===== src/logic/current_limit_pkg.sv =====
// constants, encodings and register map of the current limit configuration block
package current_limit_pkg;

   // ----------------------------------------------------------------------
   // timing
   // ----------------------------------------------------------------------
   localparam int CLK_PERIOD_PS = 4000;
   localparam int BLANK_LONG_NS = 672;
   localparam int BLANK_SHORT_NS = 352;
   localparam int BLANK_LONG_CYC = (BLANK_LONG_NS * 1000 + CLK_PERIOD_PS - 1) / CLK_PERIOD_PS;
   localparam int BLANK_SHORT_CYC = (BLANK_SHORT_NS * 1000 + CLK_PERIOD_PS - 1) / CLK_PERIOD_PS;
   localparam int BLANK_W = 8;

   // ----------------------------------------------------------------------
   // strap and method encodings
   // ----------------------------------------------------------------------
   typedef enum logic [1:0] {STRAP_LOW, STRAP_OPEN, STRAP_HIGH, STRAP_RES} strap_e;
   typedef enum logic [1:0] {SENSE_ON_RES, SENSE_DOWN_SLOPE, SENSE_UP_SLOPE} sense_e;
   localparam logic [4:0] RES_STEPS_PER_RANGE = 5'h08;
   localparam logic [3:0] DEFAULT_VIOLATIONS = 4'h5;
   localparam logic [6:0] THR_BASE_MV = 7'h14;
   localparam logic [6:0] THR_STEP_MV = 7'h0A;
   localparam logic [6:0] THR_DEFAULT_MV = 7'h32;

   // ----------------------------------------------------------------------
   // register map
   // ----------------------------------------------------------------------
   localparam logic [7:0] CTRL_OFFS = 8'h00;
   localparam logic [7:0] THR_OFFS = 8'h04;
   localparam logic [7:0] STATUS_OFFS = 8'h08;
   localparam logic [7:0] IRQ_STATUS_OFFS = 8'h0C;
   localparam logic [7:0] IRQ_MASK_OFFS = 8'h10;
   localparam int CTRL_METHOD_LSB = 0;
   localparam int CTRL_METHOD_OVR_BIT = 2;
   localparam int CTRL_LATCH_BIT = 3;
   localparam int CTRL_RESTART_BIT = 4;
   localparam int THR_OVR_BIT = 7;
   localparam logic [31:0] CTRL_RESET = 32'h0000_0000;
   localparam logic [31:0] THR_RESET = 32'h0000_0000;
   localparam logic [2:0] IRQ_MASK_RESET = 3'h0;
   localparam int IRQ_OVER_BIT = 0;
   localparam int IRQ_UNDER_BIT = 1;
   localparam int IRQ_VIOL_BIT = 2;
   localparam logic [1:0] RESP_OKAY = 2'h0;
   localparam logic [1:0] RESP_SLVERR = 2'h2;

endpackage

===== src/logic/current_limit_config.sv =====
// current limit configuration, sampling and fault qualification with axi4-lite registers
`timescale 1ns/1ps
`default_nettype none
module current_limit_config
   import current_limit_pkg::*;
(
   input wire logic aclk,
   input wire logic aresetn,
   input wire logic [1:0] limit_select_pin_a,
   input wire logic [1:0] limit_select_pin_b,
   input wire logic [4:0] limit_select_pin_b_res,
   input wire logic high_side_on,
   input wire logic sense_over,
   input wire logic sense_under,
   input wire logic [7:0] s_axi_awaddr,
   input wire logic s_axi_awvalid,
   output logic s_axi_awready,
   input wire logic [31:0] s_axi_wdata,
   input wire logic [3:0] s_axi_wstrb,
   input wire logic s_axi_wvalid,
   output logic s_axi_wready,
   output logic [1:0] s_axi_bresp,
   output logic s_axi_bvalid,
   input wire logic s_axi_bready,
   input wire logic [7:0] s_axi_araddr,
   input wire logic s_axi_arvalid,
   output logic s_axi_arready,
   output logic [31:0] s_axi_rdata,
   output logic [1:0] s_axi_rresp,
   output logic s_axi_rvalid,
   input wire logic s_axi_rready,
   output logic [6:0] limit_threshold_voltage,
   output logic [1:0] sense_method,
   output logic limit_active,
   output logic fault_shutdown,
   output logic irq
);
   import current_limit_pkg::*;

   // ----------------------------------------------------------------------
   // helpers
   // ----------------------------------------------------------------------
   function automatic logic [BLANK_W-1:0] blank_cycles(input sense_e m);
      blank_cycles = (m == SENSE_ON_RES) ? BLANK_W'(BLANK_LONG_CYC) : BLANK_W'(BLANK_SHORT_CYC);
   endfunction

   function automatic logic [1:0] tri_index(input logic [1:0] s);
      tri_index = (s == STRAP_RES) ? 2'h1 : s;
   endfunction

   // ----------------------------------------------------------------------
   // pin synchronisers
   // ----------------------------------------------------------------------
   logic [10:0] pin_meta_q;
   logic [10:0] pin_sync_q;
   always_ff @(posedge aclk) begin
      if (!aresetn) begin
         pin_meta_q <= '0;
         pin_sync_q <= '0;
      end else begin
         pin_meta_q <= {sense_under, sense_over, limit_select_pin_b_res,
                        limit_select_pin_b, limit_select_pin_a};
         pin_sync_q <= pin_meta_q;
      end
   end

   // ----------------------------------------------------------------------
   // strap capture and decode
   // ----------------------------------------------------------------------
   // straps are caught once, three cycles after release, so the synchroniser has settled
   logic [1:0] strap_wait_q;
   logic [1:0] strap_a_q;
   logic [1:0] strap_b_q;
   logic [4:0] strap_b_res_q;
   always_ff @(posedge aclk) begin
      if (!aresetn) begin
         strap_wait_q <= 2'h0;
         strap_a_q <= STRAP_LOW;
         strap_b_q <= STRAP_LOW;
         strap_b_res_q <= 5'h00;
      end else if (strap_wait_q != 2'h3) begin
         strap_wait_q <= strap_wait_q + 2'h1;
         if (strap_wait_q == 2'h2) begin
            strap_a_q <= pin_sync_q[1:0];
            strap_b_q <= pin_sync_q[3:2];
            strap_b_res_q <= pin_sync_q[8:4];
         end
      end
   end

   sense_e strap_method;
   logic [3:0] allowed_viol;
   logic [6:0] strap_thr;
   logic [4:0] res_step;
   always_comb begin
      res_step = strap_b_res_q & (RES_STEPS_PER_RANGE - 5'h01);
      strap_method = SENSE_ON_RES;
      allowed_viol = DEFAULT_VIOLATIONS;
      strap_thr = THR_BASE_MV + 7'(THR_STEP_MV * 7'(tri_index(strap_a_q)))
                  + 7'(THR_STEP_MV * 7'h03 * 7'(tri_index(strap_b_q)));
      if (strap_a_q != STRAP_RES) begin
         strap_method = SENSE_ON_RES;
      end else begin
         strap_thr = THR_DEFAULT_MV;
         case (strap_b_q)
            STRAP_LOW: strap_method = SENSE_ON_RES;
            STRAP_OPEN: strap_method = SENSE_DOWN_SLOPE;
            STRAP_HIGH: strap_method = SENSE_UP_SLOPE;
            default: begin
               if (strap_b_res_q < 5'h08) begin
                  strap_method = SENSE_ON_RES;
               end else if (strap_b_res_q < 5'h10) begin
                  strap_method = SENSE_DOWN_SLOPE;
               end else begin
                  strap_method = SENSE_UP_SLOPE;
               end
               allowed_viol = {res_step[2:0], 1'b1};
            end
         endcase
      end
   end

   // ----------------------------------------------------------------------
   // registers
   // ----------------------------------------------------------------------
   logic [31:0] ctrl_q;
   logic [31:0] thr_q;
   logic [2:0] irq_status_q;
   logic [2:0] irq_mask_q;
   logic aw_held_q;
   logic w_held_q;
   logic [7:0] aw_addr_q;
   logic [31:0] w_data_q;
   logic [3:0] w_strb_q;
   logic wr_fire;
   logic rd_fire;
   logic status_read;
   logic restart_pulse;
   logic [2:0] events;

   assign wr_fire = aw_held_q && w_held_q && !s_axi_bvalid;
   assign rd_fire = s_axi_arvalid && s_axi_arready;
   assign status_read = rd_fire && (s_axi_araddr == IRQ_STATUS_OFFS);
   assign restart_pulse = wr_fire && (aw_addr_q == CTRL_OFFS) && w_strb_q[0]
                          && w_data_q[CTRL_RESTART_BIT];

   function automatic logic [31:0] merge(input logic [31:0] old, input logic [31:0] d,
                                         input logic [3:0] be);
      merge = old;
      for (int i = 0; i < 4; i++) begin
         if (be[i]) begin
            merge[i*8 +: 8] = d[i*8 +: 8];
         end
      end
   endfunction

   always_ff @(posedge aclk) begin
      if (!aresetn) begin
         aw_held_q <= 1'b0;
         w_held_q <= 1'b0;
         aw_addr_q <= 8'h00;
         w_data_q <= 32'h0000_0000;
         w_strb_q <= 4'h0;
         s_axi_awready <= 1'b0;
         s_axi_wready <= 1'b0;
         s_axi_bvalid <= 1'b0;
         s_axi_bresp <= RESP_OKAY;
      end else begin
         s_axi_awready <= !aw_held_q && !s_axi_awready && s_axi_awvalid;
         s_axi_wready <= !w_held_q && !s_axi_wready && s_axi_wvalid;
         if (s_axi_awvalid && s_axi_awready) begin
            aw_held_q <= 1'b1;
            aw_addr_q <= s_axi_awaddr;
         end
         if (s_axi_wvalid && s_axi_wready) begin
            w_held_q <= 1'b1;
            w_data_q <= s_axi_wdata;
            w_strb_q <= s_axi_wstrb;
         end
         if (wr_fire) begin
            aw_held_q <= 1'b0;
            w_held_q <= 1'b0;
            s_axi_bvalid <= 1'b1;
            s_axi_bresp <= (aw_addr_q == CTRL_OFFS || aw_addr_q == THR_OFFS
                            || aw_addr_q == IRQ_MASK_OFFS || aw_addr_q == STATUS_OFFS
                            || aw_addr_q == IRQ_STATUS_OFFS) ? RESP_OKAY : RESP_SLVERR;
         end else if (s_axi_bready) begin
            s_axi_bvalid <= 1'b0;
         end
      end
   end

   always_ff @(posedge aclk) begin
      if (!aresetn) begin
         ctrl_q <= CTRL_RESET;
         thr_q <= THR_RESET;
         irq_mask_q <= IRQ_MASK_RESET;
      end else if (wr_fire) begin
         case (aw_addr_q)
            CTRL_OFFS: ctrl_q <= merge(ctrl_q, w_data_q, w_strb_q);
            THR_OFFS: thr_q <= merge(thr_q, w_data_q, w_strb_q);
            IRQ_MASK_OFFS: irq_mask_q <= w_strb_q[0] ? w_data_q[2:0] : irq_mask_q;
            default: ;
         endcase
      end
   end

   // ----------------------------------------------------------------------
   // read channel
   // ----------------------------------------------------------------------
   logic [4:0] viol_cnt_q;
   always_ff @(posedge aclk) begin
      if (!aresetn) begin
         s_axi_arready <= 1'b0;
         s_axi_rvalid <= 1'b0;
         s_axi_rdata <= 32'h0000_0000;
         s_axi_rresp <= RESP_OKAY;
      end else begin
         s_axi_arready <= !s_axi_arready && !s_axi_rvalid && s_axi_arvalid;
         if (rd_fire) begin
            s_axi_rvalid <= 1'b1;
            s_axi_rresp <= RESP_OKAY;
            case (s_axi_araddr)
               CTRL_OFFS: s_axi_rdata <= {28'h0, ctrl_q[CTRL_LATCH_BIT:0]};
               THR_OFFS: s_axi_rdata <= {24'h0, thr_q[7:0]};
               STATUS_OFFS: s_axi_rdata <= {9'h000, viol_cnt_q, fault_shutdown, limit_active,
                                            allowed_viol, limit_threshold_voltage, 1'b0,
                                            strap_method, sense_method};
               IRQ_STATUS_OFFS: s_axi_rdata <= {29'h0, irq_status_q};
               IRQ_MASK_OFFS: s_axi_rdata <= {29'h0, irq_mask_q};
               default: begin
                  s_axi_rdata <= 32'h0000_0000;
                  s_axi_rresp <= RESP_SLVERR;
               end
            endcase
         end else if (s_axi_rready) begin
            s_axi_rvalid <= 1'b0;
         end
      end
   end

   // ----------------------------------------------------------------------
   // effective configuration
   // ----------------------------------------------------------------------
   sense_e eff_method;
   always_comb begin
      eff_method = strap_method;
      if (ctrl_q[CTRL_METHOD_OVR_BIT] && ctrl_q[1:0] != 2'h3) begin
         eff_method = sense_e'(ctrl_q[1:0]);
      end
   end

   always_ff @(posedge aclk) begin
      if (!aresetn) begin
         sense_method <= SENSE_ON_RES;
         limit_threshold_voltage <= THR_BASE_MV;
      end else begin
         sense_method <= eff_method;
         limit_threshold_voltage <= thr_q[THR_OVR_BIT] ? thr_q[6:0] : strap_thr;
      end
   end

   // ----------------------------------------------------------------------
   // sampling window and blanking
   // ----------------------------------------------------------------------
   // up-slope senses while the high side conducts, the others while the low side does
   logic in_window;
   logic window_q;
   logic sampled_q;
   logic [BLANK_W-1:0] blank_q;
   logic sample_now;
   assign in_window = (eff_method == SENSE_UP_SLOPE) ? high_side_on : !high_side_on;
   assign sample_now = in_window && window_q && !sampled_q && (blank_q == '0);

   always_ff @(posedge aclk) begin
      if (!aresetn) begin
         window_q <= 1'b0;
         sampled_q <= 1'b0;
         blank_q <= '0;
      end else begin
         window_q <= in_window;
         if (in_window && !window_q) begin
            blank_q <= blank_cycles(eff_method) - BLANK_W'(1);
            sampled_q <= 1'b0;
         end else if (blank_q != '0) begin
            blank_q <= blank_q - BLANK_W'(1);
         end
         if (sample_now) begin
            sampled_q <= 1'b1;
         end
      end
   end

   // ----------------------------------------------------------------------
   // violation counting and fault action
   // ----------------------------------------------------------------------
   logic viol;
   logic fault_hit;
   assign viol = pin_sync_q[9] || pin_sync_q[10];
   assign fault_hit = sample_now && viol && (viol_cnt_q >= {1'b0, allowed_viol});

   always_ff @(posedge aclk) begin
      if (!aresetn) begin
         viol_cnt_q <= 5'h00;
         limit_active <= 1'b0;
      end else if (sample_now) begin
         limit_active <= pin_sync_q[9];
         if (!viol || fault_hit) begin
            viol_cnt_q <= 5'h00;
         end else begin
            viol_cnt_q <= viol_cnt_q + 5'h01;
         end
      end
   end

   // latched shutdown holds the drivers off until software asks for a restart
   always_ff @(posedge aclk) begin
      if (!aresetn) begin
         fault_shutdown <= 1'b0;
      end else if (fault_hit && ctrl_q[CTRL_LATCH_BIT]) begin
         fault_shutdown <= 1'b1;
      end else if (restart_pulse) begin
         fault_shutdown <= 1'b0;
      end
   end

   // ----------------------------------------------------------------------
   // interrupts
   // ----------------------------------------------------------------------
   always_comb begin
      events = 3'h0;
      events[IRQ_OVER_BIT] = fault_hit && pin_sync_q[9];
      events[IRQ_UNDER_BIT] = fault_hit && !pin_sync_q[9];
      events[IRQ_VIOL_BIT] = sample_now && viol;
   end

   // a set in the cycle of the clearing read survives
   always_ff @(posedge aclk) begin
      if (!aresetn) begin
         irq_status_q <= 3'h0;
         irq <= 1'b0;
      end else begin
         irq_status_q <= (status_read ? 3'h0 : irq_status_q) | events;
         irq <= |(((status_read ? 3'h0 : irq_status_q) | events) & irq_mask_q);
      end
   end

endmodule // current_limit_config
`default_nettype wire


===== config.mk =====
export PLATFORM = sky130hd
export DESIGN_NAME = current_limit_config
export DESIGN_NICKNAME = d
export VERILOG_FILES = /design/src/logic/current_limit_pkg.sv /design/src/logic/current_limit_config.sv
export SDC_FILE = /design/constraint.sdc
export NUM_CORES = 1
export LEC_CHECK = 0
export ABC_AREA = 1
export BUFFER_PORTS_ARGS = -buffer_cell sky130_fd_sc_hd__buf_2
export CORE_AREA = 10 10 107 109
export CTS_BUF_LIST = sky130_fd_sc_hd__clkbuf_16
export CTS_CLUSTER_SIZE = 16
export DETAILED_ROUTE_END_ITERATION = 7
export DIE_AREA = 0 0 117 119
export GPL_TIMING_DRIVEN = 0
export HOLD_SLACK_MARGIN = 0.03
export PLACE_DENSITY = 0.94
export SETUP_SLACK_MARGIN = 0.3
export SYNTH_ARGS = -nofsm -noshare
export SYNTH_HDL_FRONTEND = slang
export SYNTH_SLANG_ARGS = --single-unit

===== constraint.sdc =====
create_clock -name aclk -period 5 [get_ports aclk]
set_clock_uncertainty 0.15 [all_clocks]
set_input_delay 1 -clock aclk [delete_from_list [all_inputs] [get_ports aclk]]
set_output_delay 1 -clock aclk [all_outputs]
set_load 0.05 [all_outputs]

Word level (Yosys, flattened, before mapping). Cells that the tools add are included.

Add/sub/neg operators: 6. Multipliers: 2. Div/mod/pow operators: 0. Order comparisons: 3. Equality and inequality tests: 17. Shift operators: 0. Multiplexer cells: 28. Bitwise gates (word level): 3. Reduce and logical (&&, ||, !) cells: 62.

Operators by type and width (number): 23-bit case mux with 5 select lines (1); 8-bit by 4-bit == test with 1-bit output (second input constant) (4); 1-bit logical AND (25); 8-bit logical NOT (3); 8-bit two-way mux (3); 8-bit by 3-bit == test with 1-bit output (second input constant) (2); 8-bit by 5-bit == test with 1-bit output (second input constant) (2); 2-bit two-way mux (8); 8-bit by 1-bit subtractor with 8-bit output (second input constant) (2); 7-bit two-way mux (2); 1-bit logical NOT (12); 2-bit == test (second input constant) (5); 2-bit nonzero test (5); 1-bit two-way mux (9); 3-bit AND reduction (3); 4-bit two-way mux (2); 8-bit nonzero test (1); 5-bit by 6-bit adder with 7-bit output (first input constant) (1); 7-bit adder (1); 1-bit logical OR (6); 4-bit by 2-bit multiplier with 6-bit output (first input constant) (1); 2-bit inequality test (second input constant) (3); 2-bit case mux with 3 select lines (1); 3-bit OR reduction (2); other kinds (16) (17).

Register bits after elaboration: 138. Latch bits: 0. Memory bits (writable): 0. Bits in read-only memories: 0. Input port bits: 71. Output and inout port bits: 53. Word-level logic and storage cells: 153. Memories kept: 0.

Longest topological paths before layout.
Depth after elaboration: 17. Gate-level depth with buffers: 17. Depth with buffers taken out: 16.

Least setup slack after synthesis. OpenSTA, ideal clock, no wires.

Path kind: input-to-reg. Start point: in high_side_on. End point: reg blank_q[6]. Setup time: 128 ps. Arrival: 2087 ps. Data required time: 4722 ps. Setup slack: 2635 ps. Stages: 13. Buffers on the path: 1. Cells stage by stage: inv_1 nand2_1 nand3_2 buf_6 nand2_1 ha_1 inv_1 nor3_1 nand2_1 nor2_4 nand3_1 nand3_1 nor2_1.

Cells in the longest elaborated chain, start to end: 4. Elaborated cells on any way between the ends: 5. Classes of those cells: mux (2); reduce/logical (3).

Ends and longest elaborated chain: start, declared (line current_limit_config.sv:12) `input wire logic high_side_on,`; 1-bit logical NOT (line current_limit_config.sv:272) `assign in_window = (eff_method == SENSE_UP_SLOPE) ? high_side_on : !high_side_on;`; 1-bit two-way mux (*) (line current_limit_config.sv:272); 1-bit logical AND (*) (line current_limit_config.sv:282) `if (in_window && !window_q) begin`; 8-bit two-way mux or 2-bit nonzero test (tied branches); end signal, assigned (line current_limit_config.sv:283) `blank_q <= blank_cycles(eff_method) - BLANK_W'(1);`; end signal, assigned (line current_limit_config.sv:286) `blank_q <= blank_q - BLANK_W'(1);`; end, declared (line current_limit_config.sv:270) `logic [BLANK_W-1:0] blank_q;`.

Mark *: on every way between the ends. The rest lies on a longest branch, timed or not. A chain may end at the register's enable or synchronous reset.

Final worst setup path.
Start point: reg strap_b_q[0]. End point: reg viol_cnt_q[3].

Cells in the longest elaborated chain, start to end: 13. Elaborated cells on any way between the ends: 19. Classes of those cells: order compare (1); eq/ne (3); mux (7); reduce/logical (8).

Ends and longest elaborated chain: start, declared (line current_limit_config.sv:73) `logic [1:0] strap_b_q;`; start signal, assigned (line current_limit_config.sv:85) `strap_b_q <= pin_sync_q[3:2];`; 2-bit == test (tied with other cells) (line current_limit_config.sv:105) `case (strap_b_q)`; 2-bit case mux with 3 select lines (line current_limit_config.sv:105); 2-bit two-way mux (line current_limit_config.sv:101) `if (strap_a_q != STRAP_RES) begin`; 2-bit two-way mux (line current_limit_config.sv:248) `if (ctrl_q[CTRL_METHOD_OVR_BIT] && ctrl_q[1:0] != 2'h3) begin`; 2-bit == test (line current_limit_config.sv:272); 1-bit two-way mux (line current_limit_config.sv:272); 1-bit logical AND (3 in series) (line current_limit_config.sv:273) `assign sample_now = in_window && window_q && !sampled_q && (blank_q == '0);`; 1-bit logical AND (2 in series) (line current_limit_config.sv:300) `assign fault_hit = sample_now && viol && (viol_cnt_q >= {1'b0, allowed_viol});`; 1-bit logical OR (line current_limit_config.sv:308) `if (!viol || fault_hit) begin`; 5-bit two-way mux (line current_limit_config.sv:308); end signal, assigned (line current_limit_config.sv:311) `viol_cnt_q <= viol_cnt_q + 5'h01;`; end, declared (line current_limit_config.sv:211) `logic [4:0] viol_cnt_q;`.

Parallel ways exist; a longest one is shown, timed or not.

==> impl_metrics.json <==
{
  "cp_num_buf_inv": 3,
  "clock-sinks": 127,
  "ys_types": 44,
  "ios": 124,
  "arrival_ps": 3300,
  "period_share_pct": 61.6,
  "fin_crit_ps": 3080,
  "tritoncts.num_buffers": 17,
  "grt.overflow.total": 0,
  "cp_slowest_cell": "dfxtp_1",
  "endpoint_kind": "flop",
  "drv_slew": 0,
  "antennaDiodeCount": 0,
  "place_congestion": 0.878,
  "grt_setup_unrepaired": "no",
  "cp_common_cell": "inv_1",
  "cts_resized": 0,
  "tns_ps": 0,
  "worstPathMaxFanout": 5,
  "run_status": "finished with violations",
  "dr.pass1.iters": 8,
  "clock_latency_ps": 420,
  "ys_warn_count": 0,
  "die_w_microns": 117,
  "coreArea_sq_mm": 0.00946,
  "crit_path_max_incr_delay_ps": 430,
  "dr.first_iter.drc_count": 690,
  "antenna_found_initial": 0,
  "power_leakage_uw": 0.00310,
  "powerDensity_mw_per_mm2": 435,
  "fin_nets": 883,
  "worstPathRequired_ps": 5220,
  "synth_area_sq_mm": 0.00533,
  "worst_pin_slew_ps": 657,
  "tritoncts": "built",
  "crit_path_start": "strap_b_q[0]$_SDFFE_PN0P_",
  "crit_family": "simple AND/OR/NAND/NOR gates",
  "port_buffers": 85,
  "syn2layout_area_growth_pct": 23.4,
  "dp_hpwl_microns": 9880,
  "dp_slack_ps": 2340,
  "crit_type": "reg -> reg",
  "cp-start-kind": "flop",
  "die-area_sq_mm": 0.0139,
  "grt_max_degree": 17,
  "wire_per_inst_microns": 16.7,
  "route.detailed.drc": 2,
  "cts-htree-levels": 4,
  "slew_headroom_pct": 56.2,
  "synth_async_sr_flop_share_pct": 0,
  "vias_per_cell": 5.56,
  "synth_cells": 684,
  "vias": 5138,
  "cts_hold_buf": 0,
  "postCtsSetupBuffers": 0,
  "rr_startpoint": "strap_b_q[0]$_SDFFE_PN0P_",
  "final_cell_mix": "127 x dfxtp_1, 124 x nand2_1, 87 x buf_2",
  "ys_ff_latch": 127,
  "avgSynthCellArea_sq_um": 7.79,
  "peakVddDrop_uv": 284,
  "final_common_cell": "dfxtp_1",
  "routed_wl_microns": 15400,
  "ant_nets": 0,
  "grt_pass1_vias": 5053,
  "hold_path_class": "reg -> reg",
  "synth-edff-count": 0,
  "failed_checks": "DRC",
  "hold_viol_final": 0,
  "fin_ws_ps": 1920,
  "max-cap-violations": 0,
  "clk_pin_slew_worst_paths_ps": 60,
  "setup_viol_count_final": 0,
  "grt_usage_pct": 22.2,
  "min_from": "pin_meta_q[7]$_SDFF_PN0_",
  "initial_core_util_pct": 56.3,
  "root_buffer": "clkbuf_16",
  "clockBufferDepth": 2,
  "clock.fmax_mhz": 325,
  "grt_pass1_wl_microns": 24700,
  "synth-seq-area-share_pct": 47.7,
  "path_cells": "inv_1 -> nor2_2 -> inv_1 -> nor3_1 -> ha_1 -> nand2_1 -> inv_1 -> o21ai_0 -> nand3_1 -> nor2_1 -> o21ai_2 -> a21oi_1 -> and2_1",
  "die_height_microns": 119,
  "ys.flop_type": "dfxtp_1",
  "drive_gt1_share_pct": 20.5,
  "rows": 36
}
[metrics by stage]
step | power, uW | cell area, sq um | instances | hold slack (ps) | util (%)
finish | 2860 | 6580 | 924 | 256 | 69.5
global route | 2950 | 6580 | 924 | 273 | 69.5
CTS | 2850 | 6580 | 924 | 257 | 69.5
detailed placement | 1510 | 5940 | 893 | 245 | 62.8
global placement | 1500 | 5940 | 893 | 245 | 62.8
floorplan | 1420 | 5370 | 694 | 240 | -
[final timing paths]
check,to,slack [ps],cells past startpoint
worst max-delay path,viol_cnt_q[3]$_SDFFE_PN0N_,1920,13
worst min-delay path,pin_sync_q[7]$_SDFF_PN0_,260,2
worst max register to register,viol_cnt_q[3]$_SDFFE_PN0N_,1920,13
worst min register to register,pin_sync_q[7]$_SDFF_PN0_,260,2
[routing by layer]
metal  vias up  global-route usage (%)  part of all wire (%)
met5         -                       0                     0
li1       2424                       -                     -
met4         0                    13.7                   4.9
met1      2316                    24.4                    37
met3        80                    6.58                   9.9
met2       318                    36.7                    49
[worst reg2reg max path: cells and delay by family, from the launching register on]
family,cells,cell delay [ps]
buf+inv,3,240
flops,1,430
simple gates,6,1310
fa+ha+maj,1,340
compound gates,3,560
[state kept, by name (all words and copies together) (netlist names), 2 cells and up]
| signal | cells |
|---|---|
| sense_method | 2 |
| pin_meta_q | 11 |
| blank_q | 8 |
| irq_status_q | 3 |
| thr_q | 8 |
| aw_addr_q | 8 |
| viol_cnt_q | 5 |
| strap_b_q | 2 |
| strap_b_res_q | 5 |
| limit_threshold_voltage | 7 |
| w_data_q | 8 |
| irq_mask_q | 3 |
| ctrl_q | 4 |
| strap_a_q | 2 |
| s_axi_rdata | 23 |
| pin_sync_q | 11 |
| strap_wait_q | 2 |
[Yosys cell counts (2+ instances only)]
| cell type | n | area (sq um) |
|---|---|---|
| a211oi_1 | 2 | 15.0 |
| a21oi_1 | 78 | 390 |
| a21oi_2 | 2 | 17.5 |
| a31oi_1 | 4 | 25.0 |
| buf_1 | 6 | 22.5 |
| buf_2 | 2 | 10.0 |
| buf_4 | 12 | 90.1 |
| buf_6 | 2 | 22.5 |
| clkbuf_1 | 15 | 56.3 |
| dfxtp_1 | 127 | 2540 |
| ha_1 | 13 | 163 |
| inv_1 | 85 | 319 |
| inv_2 | 5 | 18.8 |
| nand2_1 | 124 | 465 |
| nand2_2 | 6 | 37.5 |
| nand2_4 | 4 | 45.0 |
| nand3_1 | 37 | 185 |
| nand3_2 | 2 | 20.0 |
| nand4_1 | 6 | 37.5 |
| nor2_1 | 54 | 203 |
| nor2_2 | 2 | 12.5 |
| nor2_4 | 2 | 22.5 |
| nor3_1 | 12 | 60.1 |
| nor3_2 | 5 | 50.1 |
| nor3b_2 | 2 | 25.0 |
| o21ai_0 | 49 | 245 |
| o21ai_1 | 4 | 20.0 |
| or2_2 | 2 | 12.5 |
| xor2_1 | 5 | 43.8 |
[final cells by class]
| type | instances | area (sq um) |
|---|---|---|
| clock buffer | 17 | 425 |
| inverter | 90 | 338 |
| timing repair buffer | 85 | 425 |
| tap | 114 | 143 |
| buffer | 37 | 201 |
| fill | 648 | 2880 |
| clock inverter | 14 | 215 |
| sequential | 127 | 2540 |
| multi-input combinational | 440 | 2290 |
[kinds of logic (layout without fill, tap and decap cells)]
kind of cell / Yosys count / count (layout) / share of synthesized area [%]
AO/OA/AOI/OAI: 147 / 147 / 14.7
XOR/XNOR: 5 / 5 / 0.822
adder cells (fa/ha/maj): 14 / 14 / 3.43
buffers and inverters: 127 / 243 / 10.1
flip-flops: 127 / 127 / 47.7
other: 1 / 11 / 0.0704
AND/OR/NAND/NOR: 263 / 263 / 23.1
[where the power goes]
group	total (uW)	internal, uW	switching [uW]
Combinational	401	123	278
Clock	1350	881	465
Sequential	1120	1070	43.0
No activity file was read; power rests on OpenSTA's default activity.
